`config.mk`:
```
export PLATFORM = sky130hd
export DESIGN_NAME = grpc_top
export DESIGN_NICKNAME = d
export VERILOG_FILES = /design/src/grpc_pkg.sv /design/src/grpc_pin_cell.sv /design/src/grpc_top.sv
export VERILOG_INCLUDE_DIRS = /design/src
export SDC_FILE = /design/constraint.sdc
export NUM_CORES = 1
export LEC_CHECK = 0
export BUFFER_PORTS_ARGS = -buffer_cell sky130_fd_sc_hd__buf_4
export CAP_MARGIN = 5
export CORE_ASPECT_RATIO = 1.75
export CORE_MARGIN = 2
export CORE_UTILIZATION = 55
export DETAILED_ROUTE_END_ITERATION = 8
export GPL_TIMING_DRIVEN = 1
export PLACE_DENSITY_LB_ADDON = 0.08
export RECOVER_POWER = 25
export SLEW_MARGIN = 20
export SYNTH_ARGS = -nofsm -noshare
export SYNTH_HDL_FRONTEND = slang
export SYNTH_HIERARCHICAL = 1
export SYNTH_SLANG_ARGS = --single-unit
```
`constraint.sdc`:
```
create_clock -name clk_i -period 6.91 [get_ports clk_i]
set_input_delay 0.3455 -clock clk_i [delete_from_list [all_inputs] [get_ports clk_i]]
set_output_delay 0.3455 -clock clk_i [all_outputs]
set_load 0.05 [all_outputs]
```
`src/grpc_params.svh`:
```
// Offsets, field positions, reset values and counts for the pin block
`ifndef GRPC_PARAMS_SVH
`define GRPC_PARAMS_SVH

`define GRPC_NUM_PINS      13
`define GRPC_IDX_W         8

// Pin block register indices, byte address is four times the index
`define GRPC_IDX_CFG_FIRST 8'h00
`define GRPC_IDX_CFG_LAST  8'h0c
`define GRPC_IDX_DAT1      8'h15
`define GRPC_IDX_DAT2      8'h16
`define GRPC_BLOCK_SPAN    8'h20

// Own control, status and mask registers, outside the pin block
`define GRPC_IDX_OWN_LO    8'h80
`define GRPC_IDX_CTRL      8'h80
`define GRPC_IDX_BASE      8'h81
`define GRPC_IDX_STS       8'h82
`define GRPC_IDX_MSK       8'h83

// Configuration byte fields
`define GRPC_BIT_DIR       0
`define GRPC_BIT_POL       1
`define GRPC_BIT_FSEL      2
`define GRPC_BIT_FSEL_HI   3
`define GRPC_BIT_OTYPE     7
`define GRPC_FN_MON        2'h1
`define GRPC_FN_EDGE       2'h2

// Pin numbers within the thirteen-pin vector
`define GRPC_PIN_1_6       6
`define GRPC_PIN_1_7       7
`define GRPC_PIN_2_0       8
`define GRPC_PIN_2_1       9
`define GRPC_PIN_2_2       10
`define GRPC_PIN_2_3       11
`define GRPC_GRP1_PINS     8
`define GRPC_GRP2_PINS     5

// Reset values on standby power-on reset
`define GRPC_RST_CFG1      8'h01
`define GRPC_RST_CFG2      8'h04
`define GRPC_RST_CFG24     8'h05

// Status and mask bits
`define GRPC_STS_W         3
`define GRPC_STS_WAKE      0
`define GRPC_STS_MISC_21   1
`define GRPC_STS_MISC_22   2

`endif

```
`src/grpc_pkg.sv`:
```
// Types shared by the pin block
`include "grpc_params.svh"

package grpc_pkg;

	typedef struct packed {
		logic [`GRPC_NUM_PINS-1:0] out;
		logic [`GRPC_NUM_PINS-1:0] oe;
	} grpc_pad_t;

	typedef struct packed {
		logic [`GRPC_NUM_PINS-1:0][7:0] cfg;
		logic [7:0]                     dat1;
		logic [`GRPC_GRP2_PINS-1:0]     dat2;
		logic                           bank;
		logic [7:0]                     base;
		logic [`GRPC_STS_W-1:0]         sts;
		logic [`GRPC_STS_W-1:0]         msk;
		logic                           irq;
		logic                           ack;
		logic [31:0]                    rdat;
		grpc_pad_t                      pad;
		logic [`GRPC_NUM_PINS-1:0]      sync1;
		logic [`GRPC_NUM_PINS-1:0]      sync2;
		logic [1:0]                     prev;
		logic [1:0]                     tach;
		logic [3:0]                     mon;
	} grpc_state_t;

endpackage

```
`src/grpc_pin_cell.sv`:
```
// One pin: direction, polarity and driver type decode
`include "grpc_params.svh"

module grpc_pin_cell (
	// Settings
	input  wire logic [7:0] cfg_i,
	input  wire logic       dat_i,
	input  wire logic       mon_sel_i,
	input  wire logic       force_in_i,
	input  wire logic       mon_low_i,
	// Pad side
	input  wire logic       pin_i,
	output logic            out_o,
	output logic            oe_o,
	output logic            rd_o
);
	logic is_in;
	logic pol;
	logic lvl;

	assign is_in = cfg_i[`GRPC_BIT_DIR] | force_in_i;
	assign pol   = cfg_i[`GRPC_BIT_POL];
	assign lvl   = dat_i ^ pol;

	always_comb begin
		out_o = 1'b0;
		oe_o  = 1'b0;
		rd_o  = dat_i;
		if (mon_sel_i) begin
			// Monitor pins are open drain, settings ignored
			oe_o = mon_low_i;
			rd_o = pin_i;
		end else if (is_in) begin
			rd_o = pin_i ^ pol;
		end else if (cfg_i[`GRPC_BIT_OTYPE]) begin
			oe_o = ~lvl;
		end else begin
			out_o = lvl;
			oe_o  = 1'b1;
		end
	end

endmodule

```
`src/grpc_top.sv`:
```
// Runtime pin configuration and data registers for thirteen I/O pins
// Operation
// - Decode only while bank select bit clear
// - Registers sit at offset from programmed base
// - Bit 0 one input, zero output
// - Bit 1 one inverts pin value
// - Bit 7 one open drain, zero push-pull
// - Pin 1.6 bit 2 routes fan input A
// - Pin 1.7 bit 2 routes fan input B
// - Pin 2.0 bit 2 selects high monitor data
// - Pin 2.1 field: GPIO, monitor clock, edge
// - Pin 2.2 field: GPIO, monitor data, edge
// - Pin 2.3 bit 2 selects low monitor clock
// - Group one configs reset to 0x01
// - Unused offsets read zero, ignore writes
// - Reserved configuration bits have no function
// - Data registers map one pin per bit
// - Monitor functions ignore direction, polarity, type
// - Either edge sets wake and misc status
//
// Register access over Wishbone is this design's own decision.
`include "grpc_params.svh"

module grpc_top (
	// Clock, reset, enable
	input  wire logic                       clk_i,
	input  wire logic                       rst_i,
	input  wire logic                       ce_i,
	// Wishbone slave
	input  wire logic                       cyc_i,
	input  wire logic                       stb_i,
	input  wire logic                       we_i,
	input  wire logic [9:0]                 adr_i,
	input  wire logic [3:0]                 sel_i,
	input  wire logic [31:0]                dat_i,
	output logic      [31:0]                dat_o,
	output logic                            ack_o,
	// Pads
	input  wire logic [`GRPC_NUM_PINS-1:0]  pin_i,
	output grpc_pkg::grpc_pad_t             pad_o,
	// Alternate functions
	output logic      [1:0]                 fan_speed_o,
	input  wire logic [3:0]                 mon_drive_low_i,
	output logic      [3:0]                 mon_level_o,
	// Interrupt
	output logic                            irq_o
);
	import grpc_pkg::*;

	localparam grpc_state_t RST_STATE = '{
		cfg: {`GRPC_RST_CFG24, {4{`GRPC_RST_CFG2}},
			{8{`GRPC_RST_CFG1}}},
		default: '0
	};

	grpc_state_t q;
	grpc_state_t nxt;

	logic [7:0]                idx;
	logic [7:0]                off;
	logic                      req;
	logic                      blk_hit;
	logic [1:0]                fn21;
	logic [1:0]                fn22;
	logic [`GRPC_NUM_PINS-1:0] mon_sel;
	logic [`GRPC_NUM_PINS-1:0] force_in;
	logic [`GRPC_NUM_PINS-1:0] mon_low;
	logic [`GRPC_NUM_PINS-1:0] dat_all;
	logic [`GRPC_NUM_PINS-1:0] cell_out;
	logic [`GRPC_NUM_PINS-1:0] cell_oe;
	logic [`GRPC_NUM_PINS-1:0] cell_rd;
	logic                      edge21;
	logic                      edge22;
	logic [`GRPC_STS_W-1:0]    sts_set;
	logic [`GRPC_STS_W-1:0]    sts_clr;

	assign idx = adr_i[9:2];
	assign off = idx - q.base;
	assign req = cyc_i & stb_i & ~q.ack;
	// Own registers win over a base that overlaps them
	assign blk_hit = ~q.bank & (idx < `GRPC_IDX_OWN_LO) &
		(idx >= q.base) & (off < `GRPC_BLOCK_SPAN);

	assign fn21 = q.cfg[`GRPC_PIN_2_1][`GRPC_BIT_FSEL_HI:`GRPC_BIT_FSEL];
	assign fn22 = q.cfg[`GRPC_PIN_2_2][`GRPC_BIT_FSEL_HI:`GRPC_BIT_FSEL];
	assign dat_all = {q.dat2, q.dat1};

	// Function select decode; code 11 falls back to plain GPIO
	always_comb begin
		mon_sel  = '0;
		force_in = '0;
		mon_low  = '0;
		mon_sel[`GRPC_PIN_2_0]  = q.cfg[`GRPC_PIN_2_0][`GRPC_BIT_FSEL];
		mon_sel[`GRPC_PIN_2_1]  = (fn21 == `GRPC_FN_MON);
		mon_sel[`GRPC_PIN_2_2]  = (fn22 == `GRPC_FN_MON);
		mon_sel[`GRPC_PIN_2_3]  = q.cfg[`GRPC_PIN_2_3][`GRPC_BIT_FSEL];
		force_in[`GRPC_PIN_1_6] = q.cfg[`GRPC_PIN_1_6][`GRPC_BIT_FSEL];
		force_in[`GRPC_PIN_1_7] = q.cfg[`GRPC_PIN_1_7][`GRPC_BIT_FSEL];
		force_in[`GRPC_PIN_2_1] = (fn21 == `GRPC_FN_EDGE);
		force_in[`GRPC_PIN_2_2] = (fn22 == `GRPC_FN_EDGE);
		mon_low[`GRPC_PIN_2_3:`GRPC_PIN_2_0] = mon_drive_low_i;
	end

	genvar gi;
	generate
		for (gi = 0; gi < `GRPC_NUM_PINS; gi++) begin : g_pin
			grpc_pin_cell u_cell (
				.cfg_i      (q.cfg[gi]),
				.dat_i      (dat_all[gi]),
				.mon_sel_i  (mon_sel[gi]),
				.force_in_i (force_in[gi]),
				.mon_low_i  (mon_low[gi]),
				.pin_i      (q.sync2[gi]),
				.out_o      (cell_out[gi]),
				.oe_o       (cell_oe[gi]),
				.rd_o       (cell_rd[gi])
			);
		end
	endgenerate

	// Either-edge inputs; prev tracks always so a fresh select sees no edge
	assign edge21 = (fn21 == `GRPC_FN_EDGE) &
		(q.sync2[`GRPC_PIN_2_1] ^ q.prev[0]);
	assign edge22 = (fn22 == `GRPC_FN_EDGE) &
		(q.sync2[`GRPC_PIN_2_2] ^ q.prev[1]);

	always_comb begin
		sts_set = '0;
		sts_set[`GRPC_STS_WAKE]    = edge21 | edge22;
		sts_set[`GRPC_STS_MISC_21] = edge21;
		sts_set[`GRPC_STS_MISC_22] = edge22;
		sts_clr = '0;
		if (req & we_i & sel_i[0] & (idx == `GRPC_IDX_STS)) begin
			sts_clr = dat_i[`GRPC_STS_W-1:0];
		end
	end

	always_comb begin
		nxt = q;
		// Pads pass two flops before any logic looks at them
		nxt.sync1 = pin_i;
		nxt.sync2 = q.sync1;
		nxt.prev  = {q.sync2[`GRPC_PIN_2_2], q.sync2[`GRPC_PIN_2_1]};
		nxt.pad.out = cell_out;
		nxt.pad.oe  = cell_oe;
		nxt.tach = {q.sync2[`GRPC_PIN_1_7] & force_in[`GRPC_PIN_1_7],
			q.sync2[`GRPC_PIN_1_6] & force_in[`GRPC_PIN_1_6]};
		nxt.mon = q.sync2[`GRPC_PIN_2_3:`GRPC_PIN_2_0];
		// Set wins over a clear in the same cycle
		nxt.sts = (q.sts & ~sts_clr) | sts_set;
		nxt.ack  = req;
		nxt.rdat = '0;
		if (req & ~we_i) begin
			if (idx == `GRPC_IDX_CTRL) begin
				nxt.rdat[0] = q.bank;
			end else if (idx == `GRPC_IDX_BASE) begin
				nxt.rdat[7:0] = q.base;
			end else if (idx == `GRPC_IDX_STS) begin
				nxt.rdat[`GRPC_STS_W-1:0] = q.sts;
			end else if (idx == `GRPC_IDX_MSK) begin
				nxt.rdat[`GRPC_STS_W-1:0] = q.msk;
			end else if (blk_hit) begin
				if (off <= `GRPC_IDX_CFG_LAST) begin
					// Reserved bits read back as stored
					nxt.rdat[7:0] = q.cfg[off[3:0]];
				end else if (off == `GRPC_IDX_DAT1) begin
					nxt.rdat[7:0] = cell_rd[7:0];
				end else if (off == `GRPC_IDX_DAT2) begin
					nxt.rdat[4:0] = cell_rd[`GRPC_PIN_2_3+1:`GRPC_PIN_2_0];
				end
				// Gaps fall through as zero
			end
		end
		if (req & we_i & sel_i[0]) begin
			if (idx == `GRPC_IDX_CTRL) begin
				nxt.bank = dat_i[0];
			end else if (idx == `GRPC_IDX_BASE) begin
				nxt.base = dat_i[7:0];
			end else if (idx == `GRPC_IDX_MSK) begin
				nxt.msk = dat_i[`GRPC_STS_W-1:0];
			end else if (blk_hit) begin
				if (off <= `GRPC_IDX_CFG_LAST) begin
					nxt.cfg[off[3:0]] = dat_i[7:0];
				end else if (off == `GRPC_IDX_DAT1) begin
					nxt.dat1 = dat_i[7:0];
				end else if (off == `GRPC_IDX_DAT2) begin
					nxt.dat2 = dat_i[`GRPC_GRP2_PINS-1:0];
				end
				// Writes to gaps are dropped
			end
		end
		nxt.irq = |(nxt.sts & nxt.msk);
	end

	// Standby power-on reset is the only reset this block sees
	always_ff @(posedge clk_i) begin
		if (rst_i) begin
			q <= RST_STATE;
		end else if (ce_i) begin
			q <= nxt;
		end
	end

	assign dat_o       = q.rdat;
	assign ack_o       = q.ack;
	assign pad_o       = q.pad;
	assign fan_speed_o = q.tach;
	assign mon_level_o = q.mon;
	assign irq_o       = q.irq;
endmodule

```
# Word-level counts from Yosys, hierarchy flattened
# Index checks and enable logic that the tools add are counted.
[totals]
wordCells = 224
reg_bits = 202
output_inout_bits = 66
[op_classes]
n_reduce_logical = 7
bitwise_logic = 71
n_eq_ne = 10
add_sub_neg = 1
muxes = 100
magnitude_cmp = 6
[ops]
columns = ["op", "count"]
rows = [
  ["$bwmux 104", 1],
  ["$mux 1", 78],
  ["$mux 8", 6],
  ["$bmux 8 s4", 1],
  ["$demux 8 s4", 1],
  ["$eq 8x8->1 const B", 4],
  ["$xor 1x1->1", 28],
  ["$mux 3", 8],
  ["$not 1->1", 21],
  ["$mux 5", 4],
  ["$eq 8x5->1 const B", 2],
  ["$and 1x1->1", 13],
  ["$reduce_and 9->1", 1],
  ["$ge 8x8->1", 1],
  ["$le 8x4->1 const B", 1],
  ["$lt 8x6->1 const B", 1],
  ["$lt 8x8->1 const B", 1],
  ["$reduce_and 8->1", 1],
  ["$sub 8x8->8", 1],
  ["$mux 7", 1],
  ["$reduce_and 7->1", 1],
  ["$and 3x3->3", 2],
  ["$lt 4x5->1 const B", 1],
  ["$or 1x1->1", 5],
  ["other kinds (9)", 11],
]

# Depth between registers and ports, before layout
[logic_depth]
depth_word = 13
ltp_mapped = 13

# By module
# The synthesis kept the hierarchy.
[by_module_without_submodules]
columns = ["module", "instances", "cells_each", "area_each_um2", "seq_area_each_um2"]
rows = [
  ["grpc_top", 1, 1068, 9894.5, 4003.8],
  ["grpc_pin_cell", 13, 10, 71.3, 0.0],
]

# Worst setup path after synthesis
# Ideal clock, no wire load.
[synth_path]
path_kind = "input-to-reg"
startpoint = "input port adr_i[2]"
endpoint = "register q[155] in the netlist's numbering"
setup_time_ps = 72
path_stages = 12
path_buffers = 2
t_arrival_ps = 3255
required_ps = 6838
setup_slack_ps = 3583
path_cell_list = "clkbuf_1 > inv_1 > ha_1 > inv_1 > fa_1 > a211o_1 > a2111oi_2 > a211oi_2 > nor4_4 > and4_1 > buf_2 > mux2i_1"
[synth_via]
elab_chain_len = 6
elab_cells_between_ends = 21
cone_classes = "add/sub (1); order compare (6); eq/ne (3); mux (3); bitwise (6); reduce/logical (2)"
[synth_rtl]
columns = ["item", "line_no", "rtl"]
rows = [
  ["start, declared", "grpc_top.sv:33", "input wire logic [9:0] adr_i,"],
  ["$sub 8x8->8", "grpc_top.sv:78", "assign off = idx - q.base;"],
  ["$lt 4x5->1 (not written as such) / $ge 4x1->1 (equally long branches)", "grpc_top.sv:183", "nxt.cfg[off[3:0]] = dat_i[7:0];"],
  ["$logic_and 1x1->1 (not written as such)", "grpc_top.sv:183", ""],
  ["$mux 8 (not written as such)", "grpc_top.sv:183", ""],
  ["$demux 8 s4", "grpc_top.sv:183", ""],
  ["$bwmux 104", "grpc_top.sv:183", ""],
  ["end signal, assigned", "grpc_top.sv:200", "q <= nxt;"],
  ["end, declared", "grpc_top.sv:56", "grpc_state_t q;"],
]
# Several ways; a longest one is shown, not always the timed one.
# A chain may end at the register's enable or synchronous reset.

# Worst setup path after layout
[layout_path]
startpoint = "register q[100] in the netlist's numbering"
endpoint = "register q, in the netlist dat_o[4]"
[layout_via]
elab_chain_len = 11
elab_cells_between_ends = 19
cone_classes = "add/sub (1); order compare (3); eq/ne (2); mux (11); bitwise (2)"
[layout_rtl]
columns = ["item", "line_no", "rtl"]
rows = [
  ["parallel branches: the longest is 5 deep, another holds $sub 8x8->8", "-", ""],
  ["$mux 8 *", "grpc_top.sv:162", "end else if (blk_hit) begin"],
  ["$mux 5 *", "grpc_top.sv:160", "end else if (idx == `GRPC_IDX_MSK) begin"],
  ["$mux 5 *", "grpc_top.sv:158", "end else if (idx == `GRPC_IDX_STS) begin"],
  ["$mux 8 *", "grpc_top.sv:156", "end else if (idx == `GRPC_IDX_BASE) begin"],
  ["$mux 7 *", "grpc_top.sv:154", "if (idx == `GRPC_IDX_CTRL) begin"],
  ["$mux 8 *", "grpc_top.sv:153", "if (req & ~we_i) begin"],
]
# Mark *: on every way between the ends. The select of a mux whose other input is x is not followed.

==> impl_metrics.ini <==
[outcome]
status = finished with violations
violations = max-capacitance violations, max-slew violations

[floorplan]
fp-row-count = 67
dieArea_um2 = 20900
start_util_pct = 56.4
die_w_um = 110
die_h_um = 190
io_pins = 135
coreArea_um2 = 19200

[detailed_routing]
vias = 9061
first_pass_iters = 7
drc_errors = 0
viasPerCell = 6.01
drtIter0Drc = 642
drt-wirelength-per-cell_um = 19.9
detail_route.wirelength_um = 30000
antenna_left = 0

[finish]
final_nets = 1333
drive_above_1_share_pct = 12.7
diodes = 0
multi_input_area_um2 = 6260
layout.cells.non_filler = 1508
regArea_um2 = 4000
areaGrowthSynthToFinish_pct = 9.01
fillCellCount = 1742

[yosys]
synth_top_area_share_pct = 37.0
synth-seq-area-share_pct = 37.0
synth_common_cells = 200 x dfxtp_1, 112 x mux2i_1, 103 x a21oi_1
synthMostInstantiatedCell = dfxtp_1
yosysWarningCount = 6
synth_seq_cells = 200
syn_area_um2 = 10800
synth_ff_type = dfxtp_1
yosysTopAreaCell = dfxtp_1
netlist_instances = 1198
async_reset_ff_share_pct = 0
ys_types = 65
netlist_top_cells_area = dfxtp_1 37%, mux2i_1 10%, mux4_2 6.5%
synth-edff-count = 0
synth_area_per_cell_um2 = 9.03

[clocking]
clkTransAtPathRegs_ns = 0.07
clock_sinks = 200
insertion_delay_ns = 0.45
clock_path_buffers = 2
h-tree-depth = 4
cts_buffers = 17
cts_resized = 0
post-cts-setup-buffer-count = 0
hold_buffers = 0
cts_tree = built
clockRootBuffer = clkbuf_16

[power]
vdd_drop_max_mv = 0.193
total_power_mw = 2.47
power.density_nw_per_um2 = 209
p_leak_nw = 4.74

[critical_path]
cp-end-kind = flop
start_kind = flop
cp_data_arrival_time_ns = 4.44
path_max_fanout = 41
crit_required_ns = 7.21
worstSetupPathType = flop to flop

[run]
drv_cap = 1

[place]
dp_cells = 1476
dpl.hpwl_um = 21400
portBuffers = 81
place_congestion = 0.944

[grt]
grt_pass1_wl_um = 46200
grt_pass1_vias = 8524
grt_max_degree = 95
grt_overflow_total = 0
antenna_found_initial = 0
grtUsageTotal_pct = 29.3

[sta]
period_minus_slack_ns = 4.15
rsz0062_at_grt = no
final_hold_viol_count = 0
slew_headroom_pct = -69.9
tns_ns = 0
period_share_pct = 60.0
setup_viol = 0
max_clock_freq_mhz = 241
fin_skew_ns = 0.00610
worst_pin_slew_ns = 2.55
drv_slew = 61

[min_path]
hp-class = primary input to flop
[sequential cells by signal (all words and copies together), names as in the netlist]
name	cells
fan_speed_o	2
mon_sel	2
fn22	2
q	121
pad_o	26
irq_o	1
ack_o	1
dat_all	13
mon_level_o	3
force_in	2
nxt	17
dat_o	8
fn21	2
[where the power goes]
part | total (mW) | internal [mW] | switching [mW]
Clock | 1.03 | 0.560 | 0.468
Combinational | 0.266 | 0.0732 | 0.193
Sequential | 1.17 | 1.16 | 0.00880
Total | 2.47 | 1.80 | 0.669
[area by class of cell]
type	instances	share of cell area (%)
clock buffers	21	3.90
clock inverters	11	1.13
inverters	24	0.764
multi-input cells	919	53.1
flip-flops and latches	200	33.9
well taps	241	2.56
repair buffers	92	4.61
[per-stage QoR]
| step | hold slack, ns | cell area, um^2 | setup slack, ns | util, % |
|---|---|---|---|---|
| after floorplan | 0.427 | 11100 | 3.58 | - |
| after global placement | 0.439 | 11300 | 2.53 | 59.1 |
| after detailed placement | 0.451 | 11300 | 2.51 | 59.1 |
| after CTS | 0.120 | 11900 | 2.82 | 62.2 |
| after global routing | 0.130 | 11800 | 2.53 | 61.4 |
| final | 0.131 | 11800 | 2.76 | 61.4 |
[layer usage]
| metal | wire length [um] | GRT usage (%) | up-vias | part of all wire, % |
|---|---|---|---|---|
| met4 | 1580 | 17.6 | 0 | 5.3 |
| met2 | 15600 | 50.4 | 277 | 52 |
| met5 | 0 | 0 | - | 0 |
| met1 | 11500 | 33.4 | 4349 | 38 |
| met3 | 1350 | 4.32 | 82 | 4.5 |
| li1 | - | - | 4353 | - |
[cells by family after synthesis]
family | after synthesis | synth area share, %
multiplexers | 161 | 18.7
buffers and inverters | 165 | 8.20
XOR/XNOR | 17 | 1.38
adder cells (fa/ha/maj) | 10 | 1.23
other | 1 | 0.0347
flip-flops | 200 | 37.0
AO/OA/AOI/OAI | 276 | 15.9
AND/OR/NAND/NOR | 368 | 17.5
[critical path, stage by stage (launching register included)]
cell and delay (ns):
dfxtp_1 0.40, ha_1 0.17, inv_1 0.05, fa_1 0.44, a211o_1 0.36, a2111oi_2 0.41, a211o_1 0.33, nand4_1 0.79
buf_4 0.56, o31ai_1 0.35, o22ai_1 0.13
[layout by cell type (no fill, tap or decap), types with 3 or more instances in the layout]
master / synthesis / layout
o2111ai_1: 11 / 11
nand4_1: 16 / 16
o2111a_1: 8 / 8
a211o_1: 8 / 8
ha_1: 9 / 9
nand4_2: 5 / 5
nor4b_1: 13 / 13
mux2_2: 18 / 18
or2_2: 3 / 3
o21a_1: 4 / 4
nor3_1: 26 / 26
clkbuf_16: 0 / 17
nor2b_1: 8 / 8
and4_1: 6 / 6
or2_4: 13 / 13
nand2_1: 70 / 70
clkbuf_1: 60 / 41
o21ai_0: 70 / 70
o22ai_1: 4 / 4
or3_1: 3 / 3
a31oi_1: 13 / 13
and2_1: 9 / 9
o31ai_1: 7 / 7
inv_1: 24 / 24
o22a_1: 13 / 13
mux4_2: 31 / 31
nand3_1: 86 / 86
conb_1: 1 / 87
nor2_1: 94 / 93
a22oi_1: 10 / 10
dfxtp_1: 200 / 200
a21oi_1: 103 / 103
xor2_1: 16 / 16
buf_4: 70 / 53
mux2i_1: 112 / 112
clkinvlp_4: 0 / 3
inv_6: 0 / 4
a21o_1: 4 / 4
[path summary, 6_finish.rpt]
path | start | end | slack [ns] | cells past startpoint
worst min register to register | q[183]$_SDFFE_PP0P_ | q[183]$_SDFFE_PP0P_ | 0.46 | 2
worst max register to register | q[100]$_SDFFE_PP0P_ | dat_o[4]$_SDFFE_PP0P_ | 2.76 | 10
worst min-delay path | pin_i[10] | nxt[18]$_SDFFE_PP0P_ | 0.13 | 3
worst max-delay path | q[100]$_SDFFE_PP0P_ | dat_o[4]$_SDFFE_PP0P_ | 2.76 | 10
(Power assumes the default switching activity.)
